==> src/logic/spih_pkg.sv <==
// Constants shared by the serial port host controller
`default_nettype none
package spih_pkg;
    // Register byte offsets on the APB side
    localparam logic [7:0] SPIH_CTRL_OFS   = 8'h00;
    localparam logic [7:0] SPIH_DIV_OFS    = 8'h04;
    localparam logic [7:0] SPIH_DATA_OFS   = 8'h08;
    localparam logic [7:0] SPIH_STATUS_OFS = 8'h0c;
    localparam logic [7:0] SPIH_SELECT_OFS = 8'h10;
    // Control register fields
    localparam int SPIH_CTRL_EN_BIT   = 0;
    localparam int SPIH_CTRL_CPOL_BIT = 1;
    localparam int SPIH_CTRL_CKE_BIT  = 2;
    localparam int SPIH_CTRL_SMP_BIT  = 3;
    localparam int SPIH_CTRL_HOLD_BIT = 4;
    // Status register fields
    localparam int SPIH_STAT_BUSY_BIT = 0;
    localparam int SPIH_STAT_FULL_BIT = 1;
    localparam int SPIH_STAT_WRITE_COLLISION_FLAG_BIT = 2;
    // Reset values
    localparam logic [4:0] SPIH_CTRL_RST = 5'h00;
    localparam logic [7:0] SPIH_DIV_RST  = 8'h04;
    // Serial frame geometry
    localparam int SPIH_BYTE_BITS  = 8;
    localparam int SPIH_EDGE_COUNT = 2 * SPIH_BYTE_BITS;
    // Sequencer states
    typedef enum logic [3:0] {
        SPIH_ST_IDLE = 4'b0001,
        SPIH_ST_LEAD = 4'b0010,
        SPIH_ST_RUN  = 4'b0100,
        SPIH_ST_TAIL = 4'b1000
    } spih_state_e;
endpackage
`default_nettype wire

==> src/logic/spih_host.sv <==
// Serial port host: drives a synchronous serial client over its pins
`default_nettype none
module spih_host
    import spih_pkg::*;
#(
    parameter int N_CS = 4
) (
    // Clock and reset
    input  wire logic              clk_i,
    input  wire logic              arst_n_i,
    // APB slave
    input  wire logic [7:0]        paddr_i,
    input  wire logic              psel_i,
    input  wire logic              penable_i,
    input  wire logic              pwrite_i,
    input  wire logic [31:0]       pwdata_i,
    output logic      [31:0]       prdata_o,
    output logic                   pready_o,
    output logic                   pslverr_o,
    // Serial pins
    output logic                   sck_o,
    output logic                   mosi_o,
    input  wire logic              miso_i,
    output logic      [N_CS-1:0]   cs_n_o
);
    localparam int CS_W = (N_CS > 1) ? $clog2(N_CS) : 1;
    localparam logic [3:0] LAST_EDGE = 4'(SPIH_EDGE_COUNT - 1);

    ////////////////////////////////////////////////////////////////////////
    // Registers
    spih_state_e           state_q;
    logic [4:0]            ctrl_q;
    logic [7:0]            div_q;
    logic [CS_W-1:0]       sel_q;
    logic [CS_W-1:0]       sel_act_q;
    logic                  cs_act_q;
    logic [7:0]            sr_q;
    logic [7:0]            rx_q;
    logic                  full_q;
    logic                  write_collision_flag_q;
    logic                  cap_q;
    logic                  pend_q;
    logic [7:0]            cnt_q;
    logic [3:0]            edge_q;
    logic                  miso_meta_q;
    logic                  miso_s_q;

    ////////////////////////////////////////////////////////////////////////
    // APB decode
    wire acc_first = psel_i & penable_i & ~pready_o;
    wire acc_done  = psel_i & penable_i & pready_o;
    wire wr_done   = acc_done & pwrite_i;
    wire rd_done   = acc_done & ~pwrite_i;
    wire hit_ctrl  = (paddr_i == SPIH_CTRL_OFS);
    wire hit_div   = (paddr_i == SPIH_DIV_OFS);
    wire hit_data  = (paddr_i == SPIH_DATA_OFS);
    wire hit_stat  = (paddr_i == SPIH_STATUS_OFS);
    wire hit_sel   = (paddr_i == SPIH_SELECT_OFS);
    wire mapped    = hit_ctrl | hit_div | hit_data | hit_stat | hit_sel;

    wire en    = ctrl_q[SPIH_CTRL_EN_BIT];
    wire cpol  = ctrl_q[SPIH_CTRL_CPOL_BIT];
    wire cke   = ctrl_q[SPIH_CTRL_CKE_BIT];
    wire input_sample_phase   = ctrl_q[SPIH_CTRL_SMP_BIT];
    wire hold  = ctrl_q[SPIH_CTRL_HOLD_BIT];
    wire busy  = (state_q != SPIH_ST_IDLE);

    wire data_wr   = wr_done & hit_data;
    // Write while shifting or with collision pending is dropped
    wire wr_reject = data_wr & en & (busy | write_collision_flag_q);
    wire start     = data_wr & en & ~busy & ~write_collision_flag_q;
    wire write_collision_flag_clr  = wr_done & hit_stat & pwdata_i[SPIH_STAT_WRITE_COLLISION_FLAG_BIT];

    wire [31:0] rd_ctrl = {27'h0, ctrl_q};
    wire [31:0] rd_div  = {24'h0, div_q};
    wire [31:0] rd_data = {24'h0, rx_q};
    wire [31:0] rd_stat = {29'h0, write_collision_flag_q, full_q, busy};
    wire [31:0] rd_sel  = {{(32 - CS_W){1'b0}}, sel_q};
    wire [31:0] rd_mux  = hit_ctrl ? rd_ctrl :
                          hit_div  ? rd_div  :
                          hit_data ? rd_data :
                          hit_stat ? rd_stat :
                          hit_sel  ? rd_sel  : 32'h0;

    // Control configuration only changes while disabled
    wire [4:0] ctrl_wr  = en ? {ctrl_q[4:1], pwdata_i[SPIH_CTRL_EN_BIT]}
                             : pwdata_i[4:0];

    ////////////////////////////////////////////////////////////////////////
    // Bit timing
    wire tick        = busy & (cnt_q == div_q);
    wire launch_edge = cke ? edge_q[0] : ~edge_q[0];
    wire bit_now     = (pend_q & input_sample_phase) ? miso_s_q : cap_q;
    wire [7:0] sr_shift = {sr_q[6:0], bit_now};
    wire first_launch = (edge_q == 4'h0);
    wire last_edge    = (edge_q == LAST_EDGE);
    // With edge clear the final sampled bit still has to be shifted in
    wire [7:0] rx_fin  = cke ? sr_q : sr_shift;
    wire byte_done     = tick & (state_q == SPIH_ST_TAIL);
    wire cs_drop       = ~en | (~busy & ~hold & ~start);

    ////////////////////////////////////////////////////////////////////////
    // APB slave, one wait state
    always_ff @(posedge clk_i or negedge arst_n_i) begin
        if (!arst_n_i) begin
            pready_o  <= 1'b0;
            pslverr_o <= 1'b0;
            prdata_o  <= 32'h0;
        end else begin
            pready_o  <= acc_first;
            pslverr_o <= acc_first & ~mapped;
            if (acc_first && !pwrite_i) begin
                prdata_o <= rd_mux;
            end
        end
    end

    always_ff @(posedge clk_i or negedge arst_n_i) begin
        if (!arst_n_i) begin
            ctrl_q <= SPIH_CTRL_RST;
            div_q  <= SPIH_DIV_RST;
            sel_q  <= '0;
        end else if (wr_done) begin
            if (hit_ctrl) begin
                ctrl_q <= ctrl_wr;
            end
            if (hit_div && !en) begin
                div_q <= pwdata_i[7:0];
            end
            if (hit_sel) begin
                sel_q <= pwdata_i[CS_W-1:0];
            end
        end
    end

    ////////////////////////////////////////////////////////////////////////
    // Flags: a hardware set wins over a clear in the same cycle
    always_ff @(posedge clk_i or negedge arst_n_i) begin
        if (!arst_n_i) begin
            full_q <= 1'b0;
            write_collision_flag_q <= 1'b0;
            rx_q   <= 8'h00;
        end else begin
            if (byte_done) begin
                rx_q   <= rx_fin;
                full_q <= 1'b1;
            end else if (rd_done && hit_data) begin
                full_q <= 1'b0;
            end
            if (wr_reject) begin
                write_collision_flag_q <= 1'b1;
            end else if (write_collision_flag_clr) begin
                write_collision_flag_q <= 1'b0;
            end
        end
    end

    ////////////////////////////////////////////////////////////////////////
    // Input synchroniser for the client data line
    always_ff @(posedge clk_i or negedge arst_n_i) begin
        if (!arst_n_i) begin
            miso_meta_q <= 1'b0;
            miso_s_q    <= 1'b0;
        end else begin
            miso_meta_q <= miso_i;
            miso_s_q    <= miso_meta_q;
        end
    end

    ////////////////////////////////////////////////////////////////////////
    // Half-period counter
    always_ff @(posedge clk_i or negedge arst_n_i) begin
        if (!arst_n_i) begin
            cnt_q <= 8'h00;
        end else if (!busy || tick) begin
            cnt_q <= 8'h00;
        end else begin
            cnt_q <= cnt_q + 8'h01;
        end
    end

    ////////////////////////////////////////////////////////////////////////
    // Sequencer
    always_ff @(posedge clk_i or negedge arst_n_i) begin
        if (!arst_n_i) begin
            state_q <= SPIH_ST_IDLE;
            edge_q  <= 4'h0;
        end else if (!en) begin
            state_q <= SPIH_ST_IDLE;
            edge_q  <= 4'h0;
        end else begin
            case (state_q)
                SPIH_ST_IDLE: begin
                    edge_q <= 4'h0;
                    if (start) begin
                        state_q <= SPIH_ST_LEAD;
                    end
                end
                SPIH_ST_LEAD: begin
                    if (tick) begin
                        state_q <= SPIH_ST_RUN;
                    end
                end
                SPIH_ST_RUN: begin
                    if (tick) begin
                        edge_q <= edge_q + 4'h1;
                        if (last_edge) begin
                            state_q <= SPIH_ST_TAIL;
                        end
                    end
                end
                SPIH_ST_TAIL: begin
                    if (tick) begin
                        state_q <= SPIH_ST_IDLE;
                    end
                end
                default: begin
                    state_q <= SPIH_ST_IDLE;
                end
            endcase
        end
    end

    ////////////////////////////////////////////////////////////////////////
    // Shift register and capture
    always_ff @(posedge clk_i or negedge arst_n_i) begin
        if (!arst_n_i) begin
            sr_q   <= 8'h00;
            cap_q  <= 1'b0;
            pend_q <= 1'b0;
        end else if (start) begin
            sr_q   <= pwdata_i[7:0];
            pend_q <= 1'b0;
        end else if (tick && state_q == SPIH_ST_RUN) begin
            if (launch_edge) begin
                if (!first_launch) begin
                    sr_q <= sr_shift;
                end
                pend_q <= 1'b0;
                if (pend_q && input_sample_phase) begin
                    cap_q <= miso_s_q;
                end
            end else begin
                pend_q <= input_sample_phase;
                if (!input_sample_phase) begin
                    cap_q <= miso_s_q;
                end
            end
        end else if (tick) begin
            pend_q <= 1'b0;
        end
    end

    ////////////////////////////////////////////////////////////////////////
    // Pins
    always_ff @(posedge clk_i or negedge arst_n_i) begin
        if (!arst_n_i) begin
            sck_o <= 1'b0;
            mosi_o <= 1'b0;
        end else if (state_q != SPIH_ST_RUN) begin
            sck_o <= cpol;
            if (state_q == SPIH_ST_LEAD) begin
                mosi_o <= sr_q[7];
            end
        end else if (tick) begin
            sck_o <= ~sck_o;
            if (launch_edge) begin
                mosi_o <= first_launch ? sr_q[7] : sr_q[6];
            end
        end
    end

    always_ff @(posedge clk_i or negedge arst_n_i) begin
        if (!arst_n_i) begin
            cs_act_q  <= 1'b0;
            sel_act_q <= '0;
        end else if (start) begin
            cs_act_q  <= 1'b1;
            sel_act_q <= cs_act_q ? sel_act_q : sel_q;
        end else if (cs_drop) begin
            cs_act_q  <= 1'b0;
        end
    end

    // One active-low select per client, never more than one low
    wire [N_CS-1:0] cs_n_d;
    for (genvar i = 0; i < N_CS; i++) begin : g_cs
        assign cs_n_d[i] = ~(cs_act_q & (sel_act_q == CS_W'(i)));
    end

    always_ff @(posedge clk_i or negedge arst_n_i) begin
        if (!arst_n_i) begin
            cs_n_o <= '1;
        end else begin
            cs_n_o <= cs_n_d;
        end
    end

endmodule
`default_nettype wire

==> config.mk <==
export PLATFORM = sky130hd
export DESIGN_NAME = spih_host
export DESIGN_NICKNAME = d
export VERILOG_FILES = /design/src/logic/spih_pkg.sv /design/src/logic/spih_host.sv
export SDC_FILE = /design/constraint.sdc
export NUM_CORES = 1
export LEC_CHECK = 0
export BUFFER_PORTS_ARGS = -buffer_cell sky130_fd_sc_hd__buf_2
export CAP_MARGIN = 20
export CORE_ASPECT_RATIO = 0.9
export CORE_MARGIN = 2
export CORE_UTILIZATION = 46
export CTS_CLUSTER_SIZE = 25
export DETAILED_ROUTE_END_ITERATION = 10
export MAX_ROUTING_LAYER = met4
export PLACE_DENSITY_LB_ADDON = 0.15
export SYNTH_ARGS = -nofsm -noshare
export SYNTH_HDL_FRONTEND = slang
export SYNTH_SLANG_ARGS = --single-unit
==> constraint.sdc <==
create_clock -name clk_i -period 2.9 [get_ports clk_i]
set_clock_uncertainty 0.1 [all_clocks]
set_input_delay 0.58 -clock clk_i [delete_from_list [all_inputs] [get_ports clk_i]]
set_output_delay 0.58 -clock clk_i [all_outputs]
set_load 0.1 [all_outputs]
# [Word level (Yosys, flattened, before mapping)]
# Cells that the tools add are included.
[totals] ff_bits=96 input_bits=46 out_inout_bits=40 word_cells=166
[op_classes] addsub=2 eq_ne=25 muxes=43 n_bitwise=43 n_reduce_logical=30
[op_table] cell="8-bit 2-to-1 mux" n=9
[op_table] cell="4-bit 2-to-1 mux" n=8
[op_table] cell="1-bit bitwise AND" n=22
[op_table] cell="1-bit 2-to-1 mux" n=22
[op_table] cell="8-bit by 4-bit equality test with 1-bit output (second input constant)" n=2
[op_table] cell="4-bit case mux with 4 select lines" n=1
[op_table] cell="3-bit != test (second input constant)" n=5
[op_table] cell="1-bit inverter" n=15
[op_table] cell="2-bit nonzero test" n=7
[op_table] cell="2-bit AND reduction" n=5
[op_table] cell="3-bit AND reduction" n=3
[op_table] cell="8-bit by 1-bit adder with 8-bit output (second input constant)" n=1
[op_table] cell="4-bit equality test (second input constant)" n=2
[op_table] cell="8-bit by 3-bit equality test with 1-bit output (second input constant)" n=1
[op_table] cell="8-bit by 5-bit equality test with 1-bit output (second input constant)" n=1
[op_table] cell="8-bit equality test" n=1
[op_table] cell="8-bit zero test" n=1
[op_table] cell="4-bit case mux with 2 select lines" n=1
[op_table] cell="2-bit by 1-bit != test with 1-bit output (second input constant)" n=3
[op_table] cell="1-bit bitwise OR" n=6
[op_table] cell="1-bit logical AND" n=5
[op_table] cell="5-bit AND reduction" n=1
[op_table] cell="4-bit by 1-bit adder with 4-bit output (second input constant)" n=1
[op_table] cell="2-bit equality test (second input constant)" n=2
[op_table] cell="other kinds (16)" n=18

# [Logic depth before layout (Yosys ltp)]
[depth] ltp_word=12 ltp_mapped=7 depth_no_buf=7

# [Worst setup path after synthesis]
# Ideal clock, no wire load.
[synth_timing] path_kind="register -> register" startpoint="register state_q[1]" endpoint="register sr_q[0]" setup_ns=0.128 arrival_ns=2.615 required_ns=2.672 setup_slack_ns=0.057 path_stages_with_launch=8 n_path_buf=2 synth_period_minus_slack_ns=2.843 cell_sequence="dfrtp_1 > buf_6 > or4b_1 > clkbuf_2 > or4_4 > nor3_4 > mux2_4 > mux2_1"
[synth_via] elab_chain_len=6 elab_cells_between_ends=12 cone_classes="eq/ne: 3; mux: 1; bitwise: 4; reduce/logical: 4"
[synth_rtl] element="start, declared" line="spih_host.sv:31" rtl="spih_state_e state_q;"
[synth_rtl] element="start signal, assigned" line="spih_host.sv:186" rtl="state_q <= SPIH_ST_IDLE;"
[synth_rtl] element="start signal, assigned" line="spih_host.sv:189" rtl="state_q <= SPIH_ST_IDLE;"
[synth_rtl] element="start signal, assigned" line="spih_host.sv:196" rtl="state_q <= SPIH_ST_LEAD;"
[synth_rtl] element="4-bit by 1-bit != test with 1-bit output" line="spih_host.sv:66" rtl="wire busy = (state_q != SPIH_ST_IDLE);"
[synth_rtl] element="1-bit inverter" line="spih_host.sv:71" rtl="wire start = data_wr & en & ~busy & ~write_collision_flag_q;"
[synth_rtl] element="1-bit bitwise AND (2 in series)" line="spih_host.sv:71"
[synth_rtl] element="2-bit != test (no source line) or 2-bit nonzero test (tied branches)"
[synth_rtl] element="3-bit AND reduction (no source line)"
[synth_rtl] element="end signal, assigned" line="spih_host.sv:232" rtl="sr_q <= pwdata_i[7:0];"
[synth_rtl] element="end signal, assigned" line="spih_host.sv:237" rtl="sr_q <= sr_shift;"
[synth_rtl] element="end, declared" line="spih_host.sv:37" rtl="logic [7:0] sr_q;"
# Several ways; a longest one is shown, not always the timed one.
# A chain may end at the register's enable or synchronous reset.

# [Final worst setup path]
# Ends and elaborated chain as after synthesis.

==> impl_metrics.py <==
metrics = {
    "sta": {
        "worstMarginPinSlew_ps": 532.2,
        "finalSetupViolCount": 0,
        "drv_slew": 0,
        "rsz0062_at_grt": "false",
        "clock.fmax_mhz": 386.4,
        "hold_viol_final": 0,
        "slew_headroom_pct": 64.25,
        "fin_tns_setup_ps": 0,
        "period_needed_ps": 2588,
        "min_period_over_period_pct": 89.24,
    },
    "logic_synthesis": {
        "synth-edff-count": 0,
        "synth-main-ff-cell": "dfrtp_1",
        "netlist_area_sq_um": 3781,
        "yosysTopAreaCellShare_pct": 43.68,
        "synthTopCellsByArea": "dfrtp_1, mux2_2, mux2i_1, buf_4, dfstp_2",
        "ys_types": 59,
        "ys_ff_latch": 72,
        "ys_seq_area_share_pct": 47.85,
        "synth-async-reset-ratio_pct": 100.0,
        "synth_top_area_cell": "dfrtp_1",
        "syn_inst": 363,
        "syn_area_per_cell_sq_um": 10.42,
        "ys_warn_count": 0,
    },
    "clock_tree": {
        "post-cts-setup-buffers": 0,
        "clkTransAtPathRegs_ps": 80,
        "cts_tree": "done",
        "cts_sinks": 72,
        "clk_latency_ps": 340,
        "post_cts_resized": 0,
        "cts_buffer_depth": 2,
        "cts_hold_buf": 0,
        "cts-root-buf": "clkbuf_8",
        "cts_buffers": 9,
        "htree_num_levels": 3,
    },
    "detailed_routing": {
        "dr.pass1.iters": 4,
        "drc": 0,
        "ant_nets": 0,
        "vias": 2797,
        "wire_per_inst_um": 16.70,
        "viasPerCell": 5.474,
        "drtIter0Drc": 142,
        "drt-total-wl_um": 8534,
    },
    "placed_design": {
        "hpwl_um": 6059,
        "gp_congestion": 0.8756,
        "dp.cells": 495,
        "io_buffers": 37,
    },
    "final_layout": {
        "regArea_sq_um": 1809,
        "instances_no_fill": 511,
        "drive_gt1_share_pct": 25.00,
        "layout_common_cells": "dfrtp_1, buf_2, nor2_1",
        "diodes": 0,
        "multi_input_area_sq_um": 1792,
        "layout_commonest_cell": "dfrtp_1",
        "fill_cells": 729,
        "fin_nets": 456,
        "area_growth_pct": 14.33,
    },
    "job": {
        "maxCapViolCount": 0,
    },
    "die": {
        "die-area_sq_um": 8962,
        "coreArea_sq_um": 8029,
        "initial_core_util_pct": 47.09,
        "io_pins": 86,
        "row_count": 31,
        "die_w_um": 99.57,
        "die_height_um": 90.01,
    },
    "global_route": {
        "grt_pass1_vias": 2608,
        "antenna_found_initial": 0,
        "grtUsageTotal_pct": 20.41,
        "grt_pass1_wl_um": 13860,
        "grt_overflow": 0,
        "grt_max_degree": 73,
    },
    "pwr": {
        "power.leakage_nw": 1.933,
        "ir_worst_vdd_v": 0.0003141,
        "p_per_area_nw_per_um2": 530.0,
    },
    "setup_path": {
        "endpoint_kind": "flip-flop",
        "critPathKind": "flip-flop to flip-flop",
        "required_ps": 3030,
        "cp_data_arrival_time_ps": 2720,
        "worstPathMaxFanout": 8,
        "start_kind": "flip-flop",
    },
    "worst_hold_path": {
        "min-delay-path-class": "input pin to asynchronous set/reset pin",
    },
    "status": {
        "outcome": "finished, final reports clean",
    },
}
[path summary, 6_finish.rpt]
kind / from / endpoint / slack [ps] / depth (start not counted)
max in group asynchronous: arst_n_i / div_q[2] / 2200 / 2
max: state_q[1] / sr_q[0] / 310 / 5
max reg2reg: state_q[1] / sr_q[0] / 310 / 5
min reg2reg: miso_meta_q / miso_s_q / 260 / 0
min in group clk_i: miso_i / miso_meta_q / 240 / 1
min: arst_n_i / sck_o / 140 / 2
[stage by stage]
stage	total power, W	area [sq um]	setup slack (ps)	utilization [%]	hold slack, ps
3_5_place_dp	0.001249	4054	232.5	50.49	240.2
4_1_cts	0.002314	4323	312.2	53.84	164.9
5_1_grt	0.002371	4323	224.0	53.84	186.1
6_report	0.002291	4323	311.9	53.84	143.5
3_3_place_gp	0.001248	4054	245.0	50.49	233.8
2_1_floorplan	0.001224	3867	57.06	-	184.4
[sequential cells by signal, summed over array words and instances, names as in the netlist, 4 cells and up]
register and count:
rx_q 8, sr_q 8, cnt_q 8, state_q 4
prdata_o 8, cs_n_o 4, edge_q 4, div_q 8
ctrl_q 5
[per-layer routing]
metal	track usage [%]	routed length [um]	vias up	share of wire, %
li1	-	-	1335	-
met1	30.61	4330	1364	51
met2	28.27	3749	89	44
met3	3.810	359	9	4.2
met4	5.822	95	0	1.1
met5	-	0	-	0
[synthesized netlist by cell type, drive strengths merged (2+ instances only)]
master / instances
nor3b: 2
a31oi: 7
o22ai: 2
nand4: 6
nor2: 30
nor4: 2
ha: 3
nand2b: 2
o21ai: 13
or3: 5
or4b: 2
buf: 29
or2: 2
nor3: 8
a21oi: 19
nand2: 21
a22oi: 3
a21boi: 4
nor4b: 4
mux2: 23
mux2i: 22
xnor2: 10
dfstp: 6
and3: 7
o41ai: 2
or4: 2
inv: 5
nand3: 15
nor2b: 3
clkbuf: 13
nand3b: 2
xor2: 8
dfrtp: 66
[area by class of cell]
| type | count | area share (%) |
|---|---|---|
| flip-flops and latches | 72 | 41.85 |
| multi-input cells | 267 | 41.45 |
| repair buffers | 52 | 7.178 |
| clock buffers | 11 | 3.271 |
| clock inverters | 5 | 2.952 |
| well taps | 99 | 2.865 |
| inverters | 5 | 0.4342 |
[worst max-delay path, stage by stage (launching register included)]
cell and delay, ps:
dfrtp_1 450, or4b_1 610, or4_4 550, nor3_4 170, mux2_4 320, mux2_1 290
[logic make-up after synthesis]
family / share of synthesized area (%)
AOI/OAI and AO/OA: 10.03
xor gates and xnor gates: 4.169
adders and majority gates: 0.9928
buffers and inverters: 7.346
DFF: 47.85
muxes: 13.37
other: 0.09918
and+or+nand+nor: 16.15
[power by group]
group	switching (W)	internal (W)
sequential	0.00000259	0.00101
combinational	0.000196	0.0000227
clock	0.000380	0.000683
total	0.000578	0.00171
Note: power is estimated with default switching activity, not from simulation.
